$ cat src/shared/zea_pkg.sv
// constants for the zone egress alarm controller
// Functional notes
// - lock while tag present and door closed
// - release lock after relock delay
// - egress alarm on tag with door/motion
// - egress alarm latches until cleared
// - clear needs no tag, door shut, code
// - code starts escort: unlock, silence, pass
// - loiter alarm after tag lingers
// - door ajar alarm after door held open
// - ajar clears: door shut, code or strap
// - loiter clears: no tag, code or strap
// - elevator call inhibited while tag present
// - elevator door held open until code
// - hallway tag plus motion sounds alarm
// - supervisory alarm follows fault condition
// - code silences receiver fault one interval
// - band alarm on tag band report
package zea_pkg;
   // ****************************************
   // timing
   // ****************************************
   localparam int CLK_PERIOD_NS = 40;
   localparam int TICK_NS = 1000000000;
   localparam int TICK_CYCLES = TICK_NS / CLK_PERIOD_NS;
   localparam int SEC_W = 7;
   localparam logic [SEC_W-1:0] ESCORT_MAX_S = 7'd98;
   localparam logic [SEC_W-1:0] TMR_MIN_S = 7'd10;
   localparam logic [SEC_W-1:0] TMR_MAX_S = 7'd110;
   // ****************************************
   // register map and reset values
   // ****************************************
   localparam logic [3:0] A_CTRL = 4'h0;
   localparam logic [3:0] A_RELOCK = 4'h1;
   localparam logic [3:0] A_ESCORT = 4'h2;
   localparam logic [3:0] A_LOITER = 4'h3;
   localparam logic [3:0] A_AJAR = 4'h4;
   localparam logic [3:0] A_SUPV = 4'h5;
   localparam logic [3:0] A_IRQ_STAT = 4'h6;
   localparam logic [3:0] A_IRQ_MASK = 4'h7;
   localparam logic [3:0] A_STATE = 4'h8;
   localparam logic [7:0] RST_CTRL = 8'h04;
   localparam logic [SEC_W-1:0] RST_RELOCK = 7'd5;
   localparam logic [SEC_W-1:0] RST_ESCORT = 7'd30;
   localparam logic [SEC_W-1:0] RST_LOITER = 7'd15;
   localparam logic [SEC_W-1:0] RST_AJAR = 7'd15;
   localparam logic [SEC_W-1:0] RST_SUPV = 7'd60;
   // ctrl fields
   localparam int C_MODE = 0;
   localparam int C_LOCK = 2;
   localparam int C_LOITER = 3;
   localparam int C_AJAR = 4;
   localparam int C_ELEV = 5;
   localparam int C_HLOCK = 6;
   localparam logic [1:0] M_DOOR = 2'h0;
   localparam logic [1:0] M_ELEV = 2'h1;
   localparam logic [1:0] M_HALL = 2'h2;
   // alarm / status bit positions
   localparam int N_ALM = 6;
   localparam int B_EGR = 0;
   localparam int B_LOI = 1;
   localparam int B_AJR = 2;
   localparam int B_SUP = 3;
   localparam int B_BND = 4;
   localparam int B_ELV = 5;
   // timer slots
   localparam int N_TMR = 5;
   localparam int T_RELOCK = 0;
   localparam int T_ESCORT = 1;
   localparam int T_LOITER = 2;
   localparam int T_AJAR = 3;
   localparam int T_SUPV = 4;
endpackage

$ cat src/shared/zea_tmr_if.sv
// seconds timer hookup
`timescale 1ns/1ps
interface zea_tmr_if;
   logic arm;
   logic [zea_pkg::SEC_W-1:0] load;
   logic done;
   modport ctl (output arm, output load, input done);
   modport tmr (input arm, input load, output done);
endinterface

$ cat src/logic/zea_timer.sv
// seconds down-counter, reloads whenever disarmed
`timescale 1ns/1ps
module zea_timer (
   input wire logic i_clk,
   input wire logic i_nrst,
   input wire logic i_tick,
   zea_tmr_if.tmr bus
);
   logic [zea_pkg::SEC_W-1:0] cnt;

   // first second may be short: tick phase is free running
   always_ff @(posedge i_clk or negedge i_nrst) begin
      if (!i_nrst) begin
         cnt <= '0;
         bus.done <= 1'b0;
      end else if (!bus.arm) begin
         cnt <= bus.load;
         bus.done <= 1'b0;
      end else if (cnt == '0) begin
         bus.done <= 1'b1;
      end else if (i_tick) begin
         cnt <= cnt - 1'b1;
      end
   end
endmodule // zea_timer

$ cat src/logic/zea_ctrl.sv
// zone egress alarm controller top
//
// The register addresses and the address-and-strobe port were left to the implementer.
`timescale 1ns/1ps
module zea_ctrl #(
   parameter int TICK_CYCLES = zea_pkg::TICK_CYCLES
) (
   input wire logic i_clk,
   input wire logic i_nrst,
   input wire logic [3:0] i_addr,
   input wire logic [7:0] i_wdata,
   input wire logic i_wr,
   input wire logic i_rd,
   output logic [7:0] o_rdata,
   input wire logic i_tag_present,
   input wire logic i_door_open,
   input wire logic i_motion_detector,
   input wire logic i_lock_obstructed,
   input wire logic i_elev_door_open,
   input wire logic i_key_valid,
   input wire logic i_auto_clear_strap,
   input wire logic i_fault_wiring,
   input wire logic i_fault_antenna,
   input wire logic i_fault_rx,
   input wire logic i_band_report,
   output logic o_lock,
   output logic o_call_inhibit,
   output logic o_hold_door,
   output logic o_audible,
   output logic o_visual,
   output logic o_egress_alarm,
   output logic o_loiter_alarm,
   output logic o_ajar_alarm,
   output logic o_super_alarm,
   output logic o_band_alarm,
   output logic o_irq
);
   localparam int SW = zea_pkg::SEC_W;
   localparam int TW = $clog2(TICK_CYCLES);

   // ****************************************
   // registers
   // ****************************************
   logic [7:0] ctrl;
   logic [SW-1:0] cfg_relock, cfg_escort, cfg_loiter, cfg_ajar, cfg_supv;
   logic [zea_pkg::N_ALM-1:0] irq_stat, irq_mask, alm, alm_q, ev;
   logic [7:0] state_rd;
   logic [1:0] mode;

   assign mode = ctrl[zea_pkg::C_MODE +: 2];

   always_ff @(posedge i_clk or negedge i_nrst) begin
      if (!i_nrst) begin
         ctrl <= zea_pkg::RST_CTRL;
         cfg_relock <= zea_pkg::RST_RELOCK;
         cfg_escort <= zea_pkg::RST_ESCORT;
         cfg_loiter <= zea_pkg::RST_LOITER;
         cfg_ajar <= zea_pkg::RST_AJAR;
         cfg_supv <= zea_pkg::RST_SUPV;
         irq_mask <= '0;
      end else if (i_wr) begin
         case (i_addr)
            zea_pkg::A_CTRL: ctrl <= i_wdata;
            zea_pkg::A_RELOCK: cfg_relock <= i_wdata[SW-1:0];
            zea_pkg::A_ESCORT: cfg_escort <= i_wdata[SW-1:0];
            zea_pkg::A_LOITER: cfg_loiter <= i_wdata[SW-1:0];
            zea_pkg::A_AJAR: cfg_ajar <= i_wdata[SW-1:0];
            zea_pkg::A_SUPV: cfg_supv <= i_wdata[SW-1:0];
            zea_pkg::A_IRQ_MASK: irq_mask <= i_wdata[zea_pkg::N_ALM-1:0];
            default: ;
         endcase
      end
   end

   // set wins over a write-one clear in the same cycle
   assign ev = alm & ~alm_q;
   always_ff @(posedge i_clk or negedge i_nrst) begin
      if (!i_nrst) begin
         irq_stat <= '0;
         alm_q <= '0;
         o_irq <= 1'b0;
      end else begin
         alm_q <= alm;
         o_irq <= |(irq_stat & irq_mask);
         if (i_wr && i_addr == zea_pkg::A_IRQ_STAT) begin
            irq_stat <= (irq_stat & ~i_wdata[zea_pkg::N_ALM-1:0]) | ev;
         end else begin
            irq_stat <= irq_stat | ev;
         end
      end
   end

   always_ff @(posedge i_clk or negedge i_nrst) begin
      if (!i_nrst) begin
         o_rdata <= '0;
      end else if (i_rd) begin
         case (i_addr)
            zea_pkg::A_CTRL: o_rdata <= ctrl;
            zea_pkg::A_RELOCK: o_rdata <= {1'b0, cfg_relock};
            zea_pkg::A_ESCORT: o_rdata <= {1'b0, cfg_escort};
            zea_pkg::A_LOITER: o_rdata <= {1'b0, cfg_loiter};
            zea_pkg::A_AJAR: o_rdata <= {1'b0, cfg_ajar};
            zea_pkg::A_SUPV: o_rdata <= {1'b0, cfg_supv};
            zea_pkg::A_IRQ_STAT: o_rdata <= {2'b00, irq_stat};
            zea_pkg::A_IRQ_MASK: o_rdata <= {2'b00, irq_mask};
            zea_pkg::A_STATE: o_rdata <= state_rd;
            default: o_rdata <= '0;
         endcase
      end else begin
         o_rdata <= '0;
      end
   end

   // ****************************************
   // one-second tick
   // ****************************************
   logic [TW-1:0] tick_cnt;
   logic tick;

   always_ff @(posedge i_clk or negedge i_nrst) begin
      if (!i_nrst) begin
         tick_cnt <= '0;
         tick <= 1'b0;
      end else if (tick_cnt == TW'(TICK_CYCLES - 1)) begin
         tick_cnt <= '0;
         tick <= 1'b1;
      end else begin
         tick_cnt <= tick_cnt + 1'b1;
         tick <= 1'b0;
      end
   end

   // ****************************************
   // timers
   // ****************************************
   function automatic logic [SW-1:0] clamp(input logic [SW-1:0] v, input logic [SW-1:0] hi);
      clamp = (v < zea_pkg::TMR_MIN_S) ? zea_pkg::TMR_MIN_S : ((v > hi) ? hi : v);
   endfunction

   logic [zea_pkg::N_TMR-1:0] arm, done;
   logic [SW-1:0] load [zea_pkg::N_TMR];
   logic lock_on, esc_on, rx_sil, egress, loiter, ajar, elev_hold;

   assign arm[zea_pkg::T_RELOCK] = lock_on & ~i_tag_present;
   assign arm[zea_pkg::T_ESCORT] = esc_on & ~i_key_valid;
   assign arm[zea_pkg::T_LOITER] = ctrl[zea_pkg::C_LOITER] & i_tag_present;
   assign arm[zea_pkg::T_AJAR] = ctrl[zea_pkg::C_AJAR] & i_door_open;
   assign arm[zea_pkg::T_SUPV] = rx_sil & ~(i_key_valid & i_fault_rx);
   assign load[zea_pkg::T_RELOCK] = cfg_relock;
   assign load[zea_pkg::T_ESCORT] = (cfg_escort > zea_pkg::ESCORT_MAX_S) ? zea_pkg::ESCORT_MAX_S : cfg_escort;
   assign load[zea_pkg::T_LOITER] = clamp(cfg_loiter, zea_pkg::TMR_MAX_S);
   // zero means immediate ajar alarm
   assign load[zea_pkg::T_AJAR] = (cfg_ajar == '0) ? '0 : clamp(cfg_ajar, zea_pkg::TMR_MAX_S);
   assign load[zea_pkg::T_SUPV] = cfg_supv;

   zea_tmr_if tif [zea_pkg::N_TMR] ();

   genvar gi;
   generate
      for (gi = 0; gi < zea_pkg::N_TMR; gi++) begin : g_tmr
         assign tif[gi].arm = arm[gi];
         assign tif[gi].load = load[gi];
         assign done[gi] = tif[gi].done;
         zea_timer u_tmr (
            .i_clk(i_clk),
            .i_nrst(i_nrst),
            .i_tick(tick),
            .bus(tif[gi])
         );
      end
   endgenerate

   // ****************************************
   // zone logic
   // ****************************************
   logic engage, egr_set, loi_set, ajr_set, elv_set, fault_any;

   assign engage = (ctrl[zea_pkg::C_LOCK] && mode == zea_pkg::M_DOOR && i_tag_present
                    && !i_door_open && !i_lock_obstructed)
                   || (ctrl[zea_pkg::C_HLOCK] && mode == zea_pkg::M_HALL
                       && i_tag_present && i_motion_detector);
   // escort lets the tag pass, so no new egress or elevator hold alarm arms during it
   assign egr_set = i_tag_present && (i_door_open || i_motion_detector) && !esc_on;
   assign loi_set = ctrl[zea_pkg::C_LOITER] && i_tag_present && done[zea_pkg::T_LOITER];
   assign ajr_set = ctrl[zea_pkg::C_AJAR] && i_door_open && done[zea_pkg::T_AJAR];
   assign elv_set = mode == zea_pkg::M_ELEV && i_tag_present && i_elev_door_open && !esc_on;
   assign fault_any = i_fault_wiring | i_fault_antenna | (i_fault_rx & ~rx_sil);

   always_ff @(posedge i_clk or negedge i_nrst) begin
      if (!i_nrst) begin
         esc_on <= 1'b0;
      end else if (i_key_valid) begin
         esc_on <= 1'b1;
      end else if (done[zea_pkg::T_ESCORT]) begin
         esc_on <= 1'b0;
      end
   end

   always_ff @(posedge i_clk or negedge i_nrst) begin
      if (!i_nrst) begin
         lock_on <= 1'b0;
      end else if (esc_on) begin
         lock_on <= 1'b0;
      end else if (engage) begin
         lock_on <= 1'b1;
      end else if (lock_on && !i_tag_present && done[zea_pkg::T_RELOCK]) begin
         lock_on <= 1'b0;
      end
   end

   always_ff @(posedge i_clk or negedge i_nrst) begin
      if (!i_nrst) begin
         egress <= 1'b0;
      end else if (egr_set) begin
         egress <= 1'b1;
      end else if (!i_tag_present && !i_door_open && i_key_valid) begin
         egress <= 1'b0;
      end
   end

   always_ff @(posedge i_clk or negedge i_nrst) begin
      if (!i_nrst) begin
         loiter <= 1'b0;
      end else if (loi_set) begin
         loiter <= 1'b1;
      end else if (!i_tag_present && (i_key_valid || i_auto_clear_strap)) begin
         loiter <= 1'b0;
      end
   end

   always_ff @(posedge i_clk or negedge i_nrst) begin
      if (!i_nrst) begin
         ajar <= 1'b0;
      end else if (ajr_set) begin
         ajar <= 1'b1;
      end else if (!i_door_open && (i_key_valid || i_auto_clear_strap)) begin
         ajar <= 1'b0;
      end
   end

   always_ff @(posedge i_clk or negedge i_nrst) begin
      if (!i_nrst) begin
         elev_hold <= 1'b0;
      end else if (elv_set) begin
         elev_hold <= 1'b1;
      end else if (i_key_valid) begin
         elev_hold <= 1'b0;
      end
   end

   always_ff @(posedge i_clk or negedge i_nrst) begin
      if (!i_nrst) begin
         rx_sil <= 1'b0;
      end else if (i_key_valid && i_fault_rx) begin
         rx_sil <= 1'b1;
      end else if (done[zea_pkg::T_SUPV]) begin
         rx_sil <= 1'b0;
      end
   end

   assign alm = {elev_hold, o_band_alarm, o_super_alarm, ajar, loiter, egress};
   assign state_rd = {esc_on, lock_on, alm};

   // ****************************************
   // outputs
   // ****************************************
   always_ff @(posedge i_clk or negedge i_nrst) begin
      if (!i_nrst) begin
         o_lock <= 1'b0;
         o_call_inhibit <= 1'b0;
         o_hold_door <= 1'b0;
         o_audible <= 1'b0;
         o_visual <= 1'b0;
         o_egress_alarm <= 1'b0;
         o_loiter_alarm <= 1'b0;
         o_ajar_alarm <= 1'b0;
         o_super_alarm <= 1'b0;
         o_band_alarm <= 1'b0;
      end else begin
         o_lock <= lock_on;
         o_call_inhibit <= mode == zea_pkg::M_ELEV && ctrl[zea_pkg::C_ELEV] && i_tag_present;
         o_hold_door <= elev_hold;
         o_audible <= (egress | loiter | ajar | elev_hold) & ~esc_on;
         o_visual <= (egress | loiter | ajar | elev_hold) & ~esc_on;
         o_egress_alarm <= egress;
         o_loiter_alarm <= loiter;
         o_ajar_alarm <= ajar;
         o_super_alarm <= fault_any;
         o_band_alarm <= i_band_report;
      end
   end
endmodule // zea_ctrl

$ cat config.mk
export PLATFORM = sky130hd
export DESIGN_NAME = zea_ctrl
export DESIGN_NICKNAME = d
export VERILOG_FILES = /design/src/shared/zea_pkg.sv /design/src/shared/zea_tmr_if.sv /design/src/logic/zea_timer.sv /design/src/logic/zea_ctrl.sv
export SDC_FILE = /design/constraint.sdc
export NUM_CORES = 1
export LEC_CHECK = 0
export ABC_AREA = 1
export BUFFER_PORTS_ARGS = -buffer_cell sky130_fd_sc_hd__buf_2
export CORE_MARGIN = 3
export CORE_UTILIZATION = 35
export CTS_CLUSTER_DIAMETER = 80
export DETAILED_ROUTE_END_ITERATION = 12
export HOLD_SLACK_MARGIN = 0.12
export PLACE_DENSITY = 0.6
export SETUP_SLACK_MARGIN = 0.15
export SYNTH_ARGS = -nofsm -noshare
export SYNTH_HDL_FRONTEND = slang
export SYNTH_HIERARCHICAL = 1
export SYNTH_SLANG_ARGS = --single-unit
$ cat constraint.sdc
create_clock -name i_clk -period 1.5 [get_ports i_clk]
set_input_delay 0.15 -clock i_clk [delete_from_list [all_inputs] [get_ports i_clk]]
set_output_delay 0.15 -clock i_clk [all_outputs]
set_load 0.01 [all_outputs]
Word level (Yosys, flattened, before mapping). Index checks and enable logic that the tools add are counted.

Reductions and logical operators: 61. Bitwise gates (word level): 25. Add/sub/neg operators: 6. Order comparisons: 5. Eq/ne operators: 26. Mux-type cells: 51.

Operator list (count): two-way mux 7 bit (21); case mux 8 bit (9 select lines) (1); zero test 7 bit (6); subtractor 7 x 1 -> 7 bit, second input constant (5); inequality test 2 bit, second input constant (15); logical AND 1 bit (26); two-way mux 1 bit (26); adder 25 x 1 -> 25 bit, second input constant (1); == test 25 bit, second input constant (1); two-way mux 25 bit (1); AND reduction 2 bit (12); greater-than comparator 7 bit, second input constant (3); bitwise AND 6 bit (3); == test 4 x 3 -> 1 bit, second input constant (4); less-than comparator 7 x 4 -> 1 bit, second input constant (2); NOT 6 bit (2); OR 6 bit (2); nonzero test 2 bit (6); bitwise AND 1 bit (8); == test 4 x 2 -> 1 bit, second input constant (2); two-way mux 8 bit (1); two-way mux 6 bit (1); OR reduction 6 bit (1); NOT 1 bit (5); 10 further kinds (19).

Output and inout bits: 19. Bits in registers: 152. Input bits: 27. Word-level logic and storage cells: 213.

Depth between registers and ports, before layout.
Depth after elaboration: 8. Depth in mapped cells: 10. Depth with buffers taken out: 10.

By module. The synthesis kept the hierarchy.

Modules (own cells, without submodules): zea_ctrl (instances 1, cells each 685, seq. area each 2726.4 sq um, area an instance 5439.0 sq um); zea_timer (instances 5, cells each 80, seq. area each 200.2 sq um, area an instance 576.8 sq um).

Worst setup path before layout. No wires, ideal clock.

Kind: register to register. Start point: register tick_cnt[0]. End point: register tick_cnt[12]. Arrival: 1.263 ns. Path slack: 0.123 ns. Data required time: 1.386 ns. Path buffers: 0. Cell stages (with the launch flop): 8. Clock period less this slack: 1.377 ns. Library setup time: 0.114 ns. Cells stage by stage: dfrtp_1 -> ha_1 -> nand3_2 -> nor2_1 -> nand2_1 -> nand3b_4 -> nand3_1 -> inv_1.

Longest elaborated chain between the ends: 2. Elaborated cells between the ends (all ways): 3. Those cells by class: add/sub (1); eq/ne (1); mux (1).

RTL lines: from (decl) (RTL line zea_ctrl.sv:117) `logic [TW-1:0] tick_cnt;`; from (signal assigned) (RTL line zea_ctrl.sv:128) `tick_cnt <= tick_cnt + 1'b1;`; adder 25 x 1 -> 25 bit / == test 25 bit (equally long branches) (RTL line zea_ctrl.sv:128, zea_ctrl.sv:124); two-way mux 25 bit * (RTL line zea_ctrl.sv:124) `end else if (tick_cnt == TW'(TICK_CYCLES - 1)) begin`.

Mark *: on every way between the ends. The rest lies on a longest branch, timed or not. A chain may end at the register's enable or synchronous reset.

Worst setup path in the final report.
Start point: register cfg_ajar[1]. End point: register g_tmr[3].u_tmr/cnt[0] in the netlist's numbering.

Longest elaborated chain between the ends: 5. Elaborated cells between the ends (all ways): 7. Those cells by class: order compare (2); mux (4); reduce/logical (1).

RTL lines: from (decl) (RTL line zea_ctrl.sv:45) `logic [SW-1:0] cfg_relock, cfg_escort, cfg_loiter, cfg_ajar, cfg_supv;`; from (signal assigned) (RTL line zea_ctrl.sv:58) `cfg_ajar <= zea_pkg::RST_AJAR;`; from (signal assigned) (RTL line zea_ctrl.sv:67) `zea_pkg::A_AJAR: cfg_ajar <= i_wdata[SW-1:0];`; greater-than comparator 7 bit (RTL line zea_ctrl.sv:137) `clamp = (v < zea_pkg::TMR_MIN_S) ? zea_pkg::TMR_MIN_S : ((v > hi) ? hi : v);`; two-way mux 7 bit (2 in series) (RTL line zea_ctrl.sv:137); two-way mux 7 bit * (RTL line zea_ctrl.sv:153) `assign load[zea_pkg::T_AJAR] = (cfg_ajar == '0) ? '0 : clamp(cfg_ajar, zea_pkg::TMR_MAX_S);`; via tif[3].load (one bit) (RTL line zea_tmr_if.sv:5) `logic [zea_pkg::SEC_W-1:0] load;`; two-way mux 7 bit * (RTL line zea_timer.sv:16) `end else if (!bus.arm) begin`; to (signal assigned) (RTL line zea_timer.sv:17) `cnt <= bus.load;`; to (signal assigned) (RTL line zea_timer.sv:22) `cnt <= cnt - 1'b1;`; to (decl) (RTL line zea_timer.sv:9) `logic [zea_pkg::SEC_W-1:0] cnt;`.

The timed path passes the listed nets; every way through them passes the cells marked *.

==> results.txt <==
----------------------------------------------------
[Critical path]
  Crit path launch type ... flip-flop
  Worst path buffer plus inverter count ... 1
  Worst reg2reg setup slack ... 50 ps
  Worst setup path endpoint ... g_tmr[3].u_tmr/cnt[0]
  Max stage delay cell, worst path ... dfstp_2
  Setup Crit Path Kind ... reg2reg
  Data arrival time of the critical path ... roughly 1800 ps
  Peak per-stage delay on the critical path ... 550 ps
  Setup crit end kind ... flip-flop
  Worst Reg-to-Reg Cells ... 8
  Worst r2r src ... cfg_ajar[1]
  Worst Path Required ... 1820 ps
  Most numerous cell on the critical path ... nand2_1
  Worst setup path start ... cfg_ajar[1]
  Critical Path Fanout Max ... 5
  Logic depth of the worst setup path including buffers ... 8
  CP cell instances ... nand4_1, a21oi_4, buf_4, nor3b_2, nand2_1, o21ai_1, nand2_1, o21ai_2
  Reg-to-reg critical path endpoint ... g_tmr[3].u_tmr/cnt[0]
  Crit-path leading delay family ... flip-flops

[Logic synthesis]
  Syn Inst Count ... roughly 1100
  Synth unique cells ... 41
  Share of the synthesized area in compound gates (AO/OA/AOI/OAI) ... 8.99%
  Mux contribution to synthesized area ... 0%
  Post-synth top area cell ... dfrtp_1
  Synth area leaders ... dfrtp_1 39%, nand2_1 13%, nand3_1 7.9%, dfstp_2 6.0%, inv_1 5.2%
  Fraction of the mapped netlist area in simple logic gates ... between 30% and 40%
  Adder-Cell Fraction of Synth Area ... 1.65%
  Synth warnings ... 6
  Xor and xnor area share after synthesis ... 1.68%
  FF+latch count, synth ... between 100 and 150
  Synthesized cell area ... 8320 sq um
  Sequential fraction of the synthesis area ... 44.8%
  Share of the synthesized area in the top cell type ... 38.8%
  Net count of the mapped netlist ... between 1000 and 1500
  Average cell area after synthesis ... 7.67 sq um
  Combinational family with the most area after synthesis ... simple AND/OR/NAND/NOR gates

[Status]
  Run status ... complete, no violations

[Drt]
  WL per Instance ... 14.5 um
  Routed vias/inst ... 4.78
  Vias ... 7333
  Starting DRT DRC Count ... 505
  Length of the first detailed-routing pass in iterations ... 5
  DRC viols ... 0
  DRT Wirelength ... 22300 um
  Final antenna-violating net count ... 0

[Timing]
  Setup repair after global routing missed its margin ... true
  Count of final setup violators ... 0
  Final critical path time including I/O delays and setup ... 1450 ps
  Least-Margin Pin Slew ... 519 ps
  Worst Hold Slack ... 139 ps
  Post-route setup TNS ... 0 ps
  Final Hold Fails ... 0
  Worst clock skew ... approximately 11 ps
  Fin crit share ... 96.6%
  Smallest setup slack after layout ... a little over 50 ps
  Number of pins with negative max-slew slack in the final report ... 0
  Relative slew margins ... 65.3%
  Max frequency ... between 600 and 700 MHz

[Clocking]
  TritonCTS Buffers ... 17
  CTS H-tree depth ... 4
  Clock input transition at the sequential cells of the worst setup and hold paths ... 60 ps
  Clock Path Buffers ... 2
  Root buf cell ... clkbuf_16
  Latest clock arrival within the worst-skew pair ... 430 ps
  Total clock sinks ... 148
  Clock tree from TritonCTS ... yes

[Placement]
  Minimum setup slack after placement ... 31.9 ps
  Placer Congestion ... between 0.9 and 1
  Post-DP HPWL ... 15900 um
  Standard cell area after detailed placement ... 9040 sq um
  Count of placed standard cells including taps ... 1446
  IO buf count ... 45

[Power]
  PnR Total Power ... 14.0 mW
  IR Drop Worst-Case VDD ... 728 uV
  Leakage Power ... 4.95 nW
  Pwr per Cell Area ... 1340 nW/um^2

[Global routing]
  GRT Total Usage ... 17.4%
  Largest net degree at the start of global routing ... 47
  Number of antenna violations at the first check in global routing ... 0
  Remaining Overflow, GRT ... 0
  First-pass GRT wire length ... approximately 36000 um
  Number of global-route vias before repair ... 6893

[Floorplanning]
  Standard cell core area ... between 20000 and 25000 sq um
  Area of the die ... roughly 26000 sq um
  I/O Pins ... 46
  Std cell rows ... 55
  Height of the die ... 160 um
  DIE WIDTH ... 160 um
  Starting density of the core ... 36.2%

[Run]
  Max cap viols ... 0

[Finish]
  Final std cells w/o fill ... 1535
  Number of nets in the final layout ... 1247
  FILL cells ... 2296
  Utilization after layout ... 45.4%
  Area growth syn-to-layout ... 25.4%
  Combined area of the multi-input logic cells ... between 4000 and 5000 sq um
  Diode count ... 0
  Final std cell area, no fill ... 10400 sq um
  Proportion of layout cells with a drive suffix above 1 ... 28.7%
  Storage element area ... 3730 sq um

[Hold path]
  Worst min-delay path class ... in2async

----------------------------------------------------
power breakdown:
| group | switching [mW] | internal, mW |
|---|---|---|
| Sequential | 0.823 | 4.84 |
| Clock | 1.72 | 2.20 |
| Combinational | 2.54 | 1.90 |
| Total | 5.08 | 8.94 |
cell families (layout without fill, tap and decap cells):
logic type                 Yosys count  after routing
and+or+nand+nor                    619            619
buffers and inverters              158            295
DFF                                148            148
AOI/OAI and AO/OA                  133            133
xor gates and xnor gates            16             16
adders and majority gates           11             11
state kept, by name, summed over array words and instances (netlist names), 5 cells and up:
| name | count |
|---|---|
| ctrl | 8 |
| cfg_escort | 7 |
| irq_mask | 6 |
| alm_q | 6 |
| cfg_loiter | 7 |
| tick_cnt | 25 |
| irq_stat | 6 |
| cfg_supv | 7 |
| o_rdata | 8 |
| g_tmr.u_tmr/bus.done | 5 |
| cfg_relock | 7 |
| cfg_ajar | 7 |
| g_tmr.u_tmr/cnt | 35 |
routing by layer:
layer | vias up | wire length, um | global-route usage, %
met3 | 29 | 1130 | 3.71
met1 | 3432 | 10300 | 24.0
met2 | 151 | 10400 | 27.0
met4 | 0 | 478 | 6.55
li1 | 3721 | - | -
met5 | - | 0 | 0
Yosys cell counts:
| master | instances |
|---|---|
| a211o_1 | 1 |
| or2_2 | 2 |
| inv_1 | 116 |
| nand3b_4 | 1 |
| nor3_4 | 1 |
| o21ai_2 | 17 |
| nor3b_1 | 3 |
| nor4_1 | 1 |
| inv_2 | 8 |
| o21ai_0 | 66 |
| a221oi_1 | 1 |
| ha_1 | 11 |
| nor2_1 | 105 |
| o32ai_1 | 1 |
| a21oi_1 | 22 |
| nor3_1 | 7 |
| nor2_4 | 7 |
| dfrtp_1 | 129 |
| o21ai_1 | 22 |
| nand3b_1 | 7 |
| clkinv_1 | 1 |
| buf_6 | 9 |
| nand2_4 | 10 |
| o21bai_1 | 1 |
| nand3_2 | 9 |
| buf_2 | 7 |
| nand3_1 | 132 |
| clkbuf_8 | 1 |
| dfstp_2 | 19 |
| nand3_4 | 1 |
| o22ai_1 | 1 |
| nand2_2 | 3 |
| buf_4 | 9 |
| and2_1 | 1 |
| nand4_1 | 11 |
| xor2_1 | 9 |
| nand2_1 | 298 |
| clkbuf_1 | 7 |
| nor2_2 | 20 |
| a41oi_1 | 1 |
| xnor2_1 | 7 |
cell type report:
| class | instances | area share, % |
|---|---|---|
| Timing Repair Buffer | 138 | 9.94 |
| Clock buffer | 21 | 4.41 |
| Tap cell | 313 | 3.75 |
| Clock inverter | 11 | 0.767 |
| Sequential cell | 148 | 35.8 |
| Multi-Input combinational cell | 779 | 40.8 |
| Inverter | 125 | 4.50 |
cells in the final DEF, fill, tap and decap left out, drive strengths merged:
cell,netlist,routed
a211o,1,1
o32ai,1,1
xnor2,7,7
nand4,11,11
nand3,142,142
xor2,9,9
o21bai,1,1
or2,2,2
o21ai,105,105
clkinvlp,0,4
clkinv,1,6
nand3b,8,8
nor4,1,1
clkbuf,8,21
nor2,132,132
o22ai,1,1
a221oi,1,1
nor3b,3,3
ha,11,11
dlygate4sd3,0,14
nor3,8,8
a41oi,1,1
a21oi,22,22
dfstp,19,19
nand2,311,311
buf,25,124
and2,1,1
inv,124,126
dfrtp,129,129
timing repair:
item	in CTS	in global routing
endpoints found under the hold margin	153	1
gates resized for setup	22	114
setup buffers	13	29
hold buffers	14	1
endpoints found under the setup margin	39	56
pin swaps	8	38
gates cloned	1	0
worst min path at each step:
stage	from	to	slack, ps	cells after the start
2_1_floorplan	i_nrst	ajar	-150	0
3_3_place_gp	i_nrst	g_tmr[4].u_tmr/cnt[3]	30	1
3_5_place_dp	i_nrst	g_tmr[4].u_tmr/cnt[3]	30	1
4_1_cts	i_nrst	g_tmr[4].u_tmr/cnt[3]	140	2
5_1_grt	i_nrst	g_tmr[4].u_tmr/cnt[3]	160	2
6_report	i_nrst	g_tmr[4].u_tmr/cnt[3]	140	2
No activity file was read; power rests on OpenSTA's default activity.
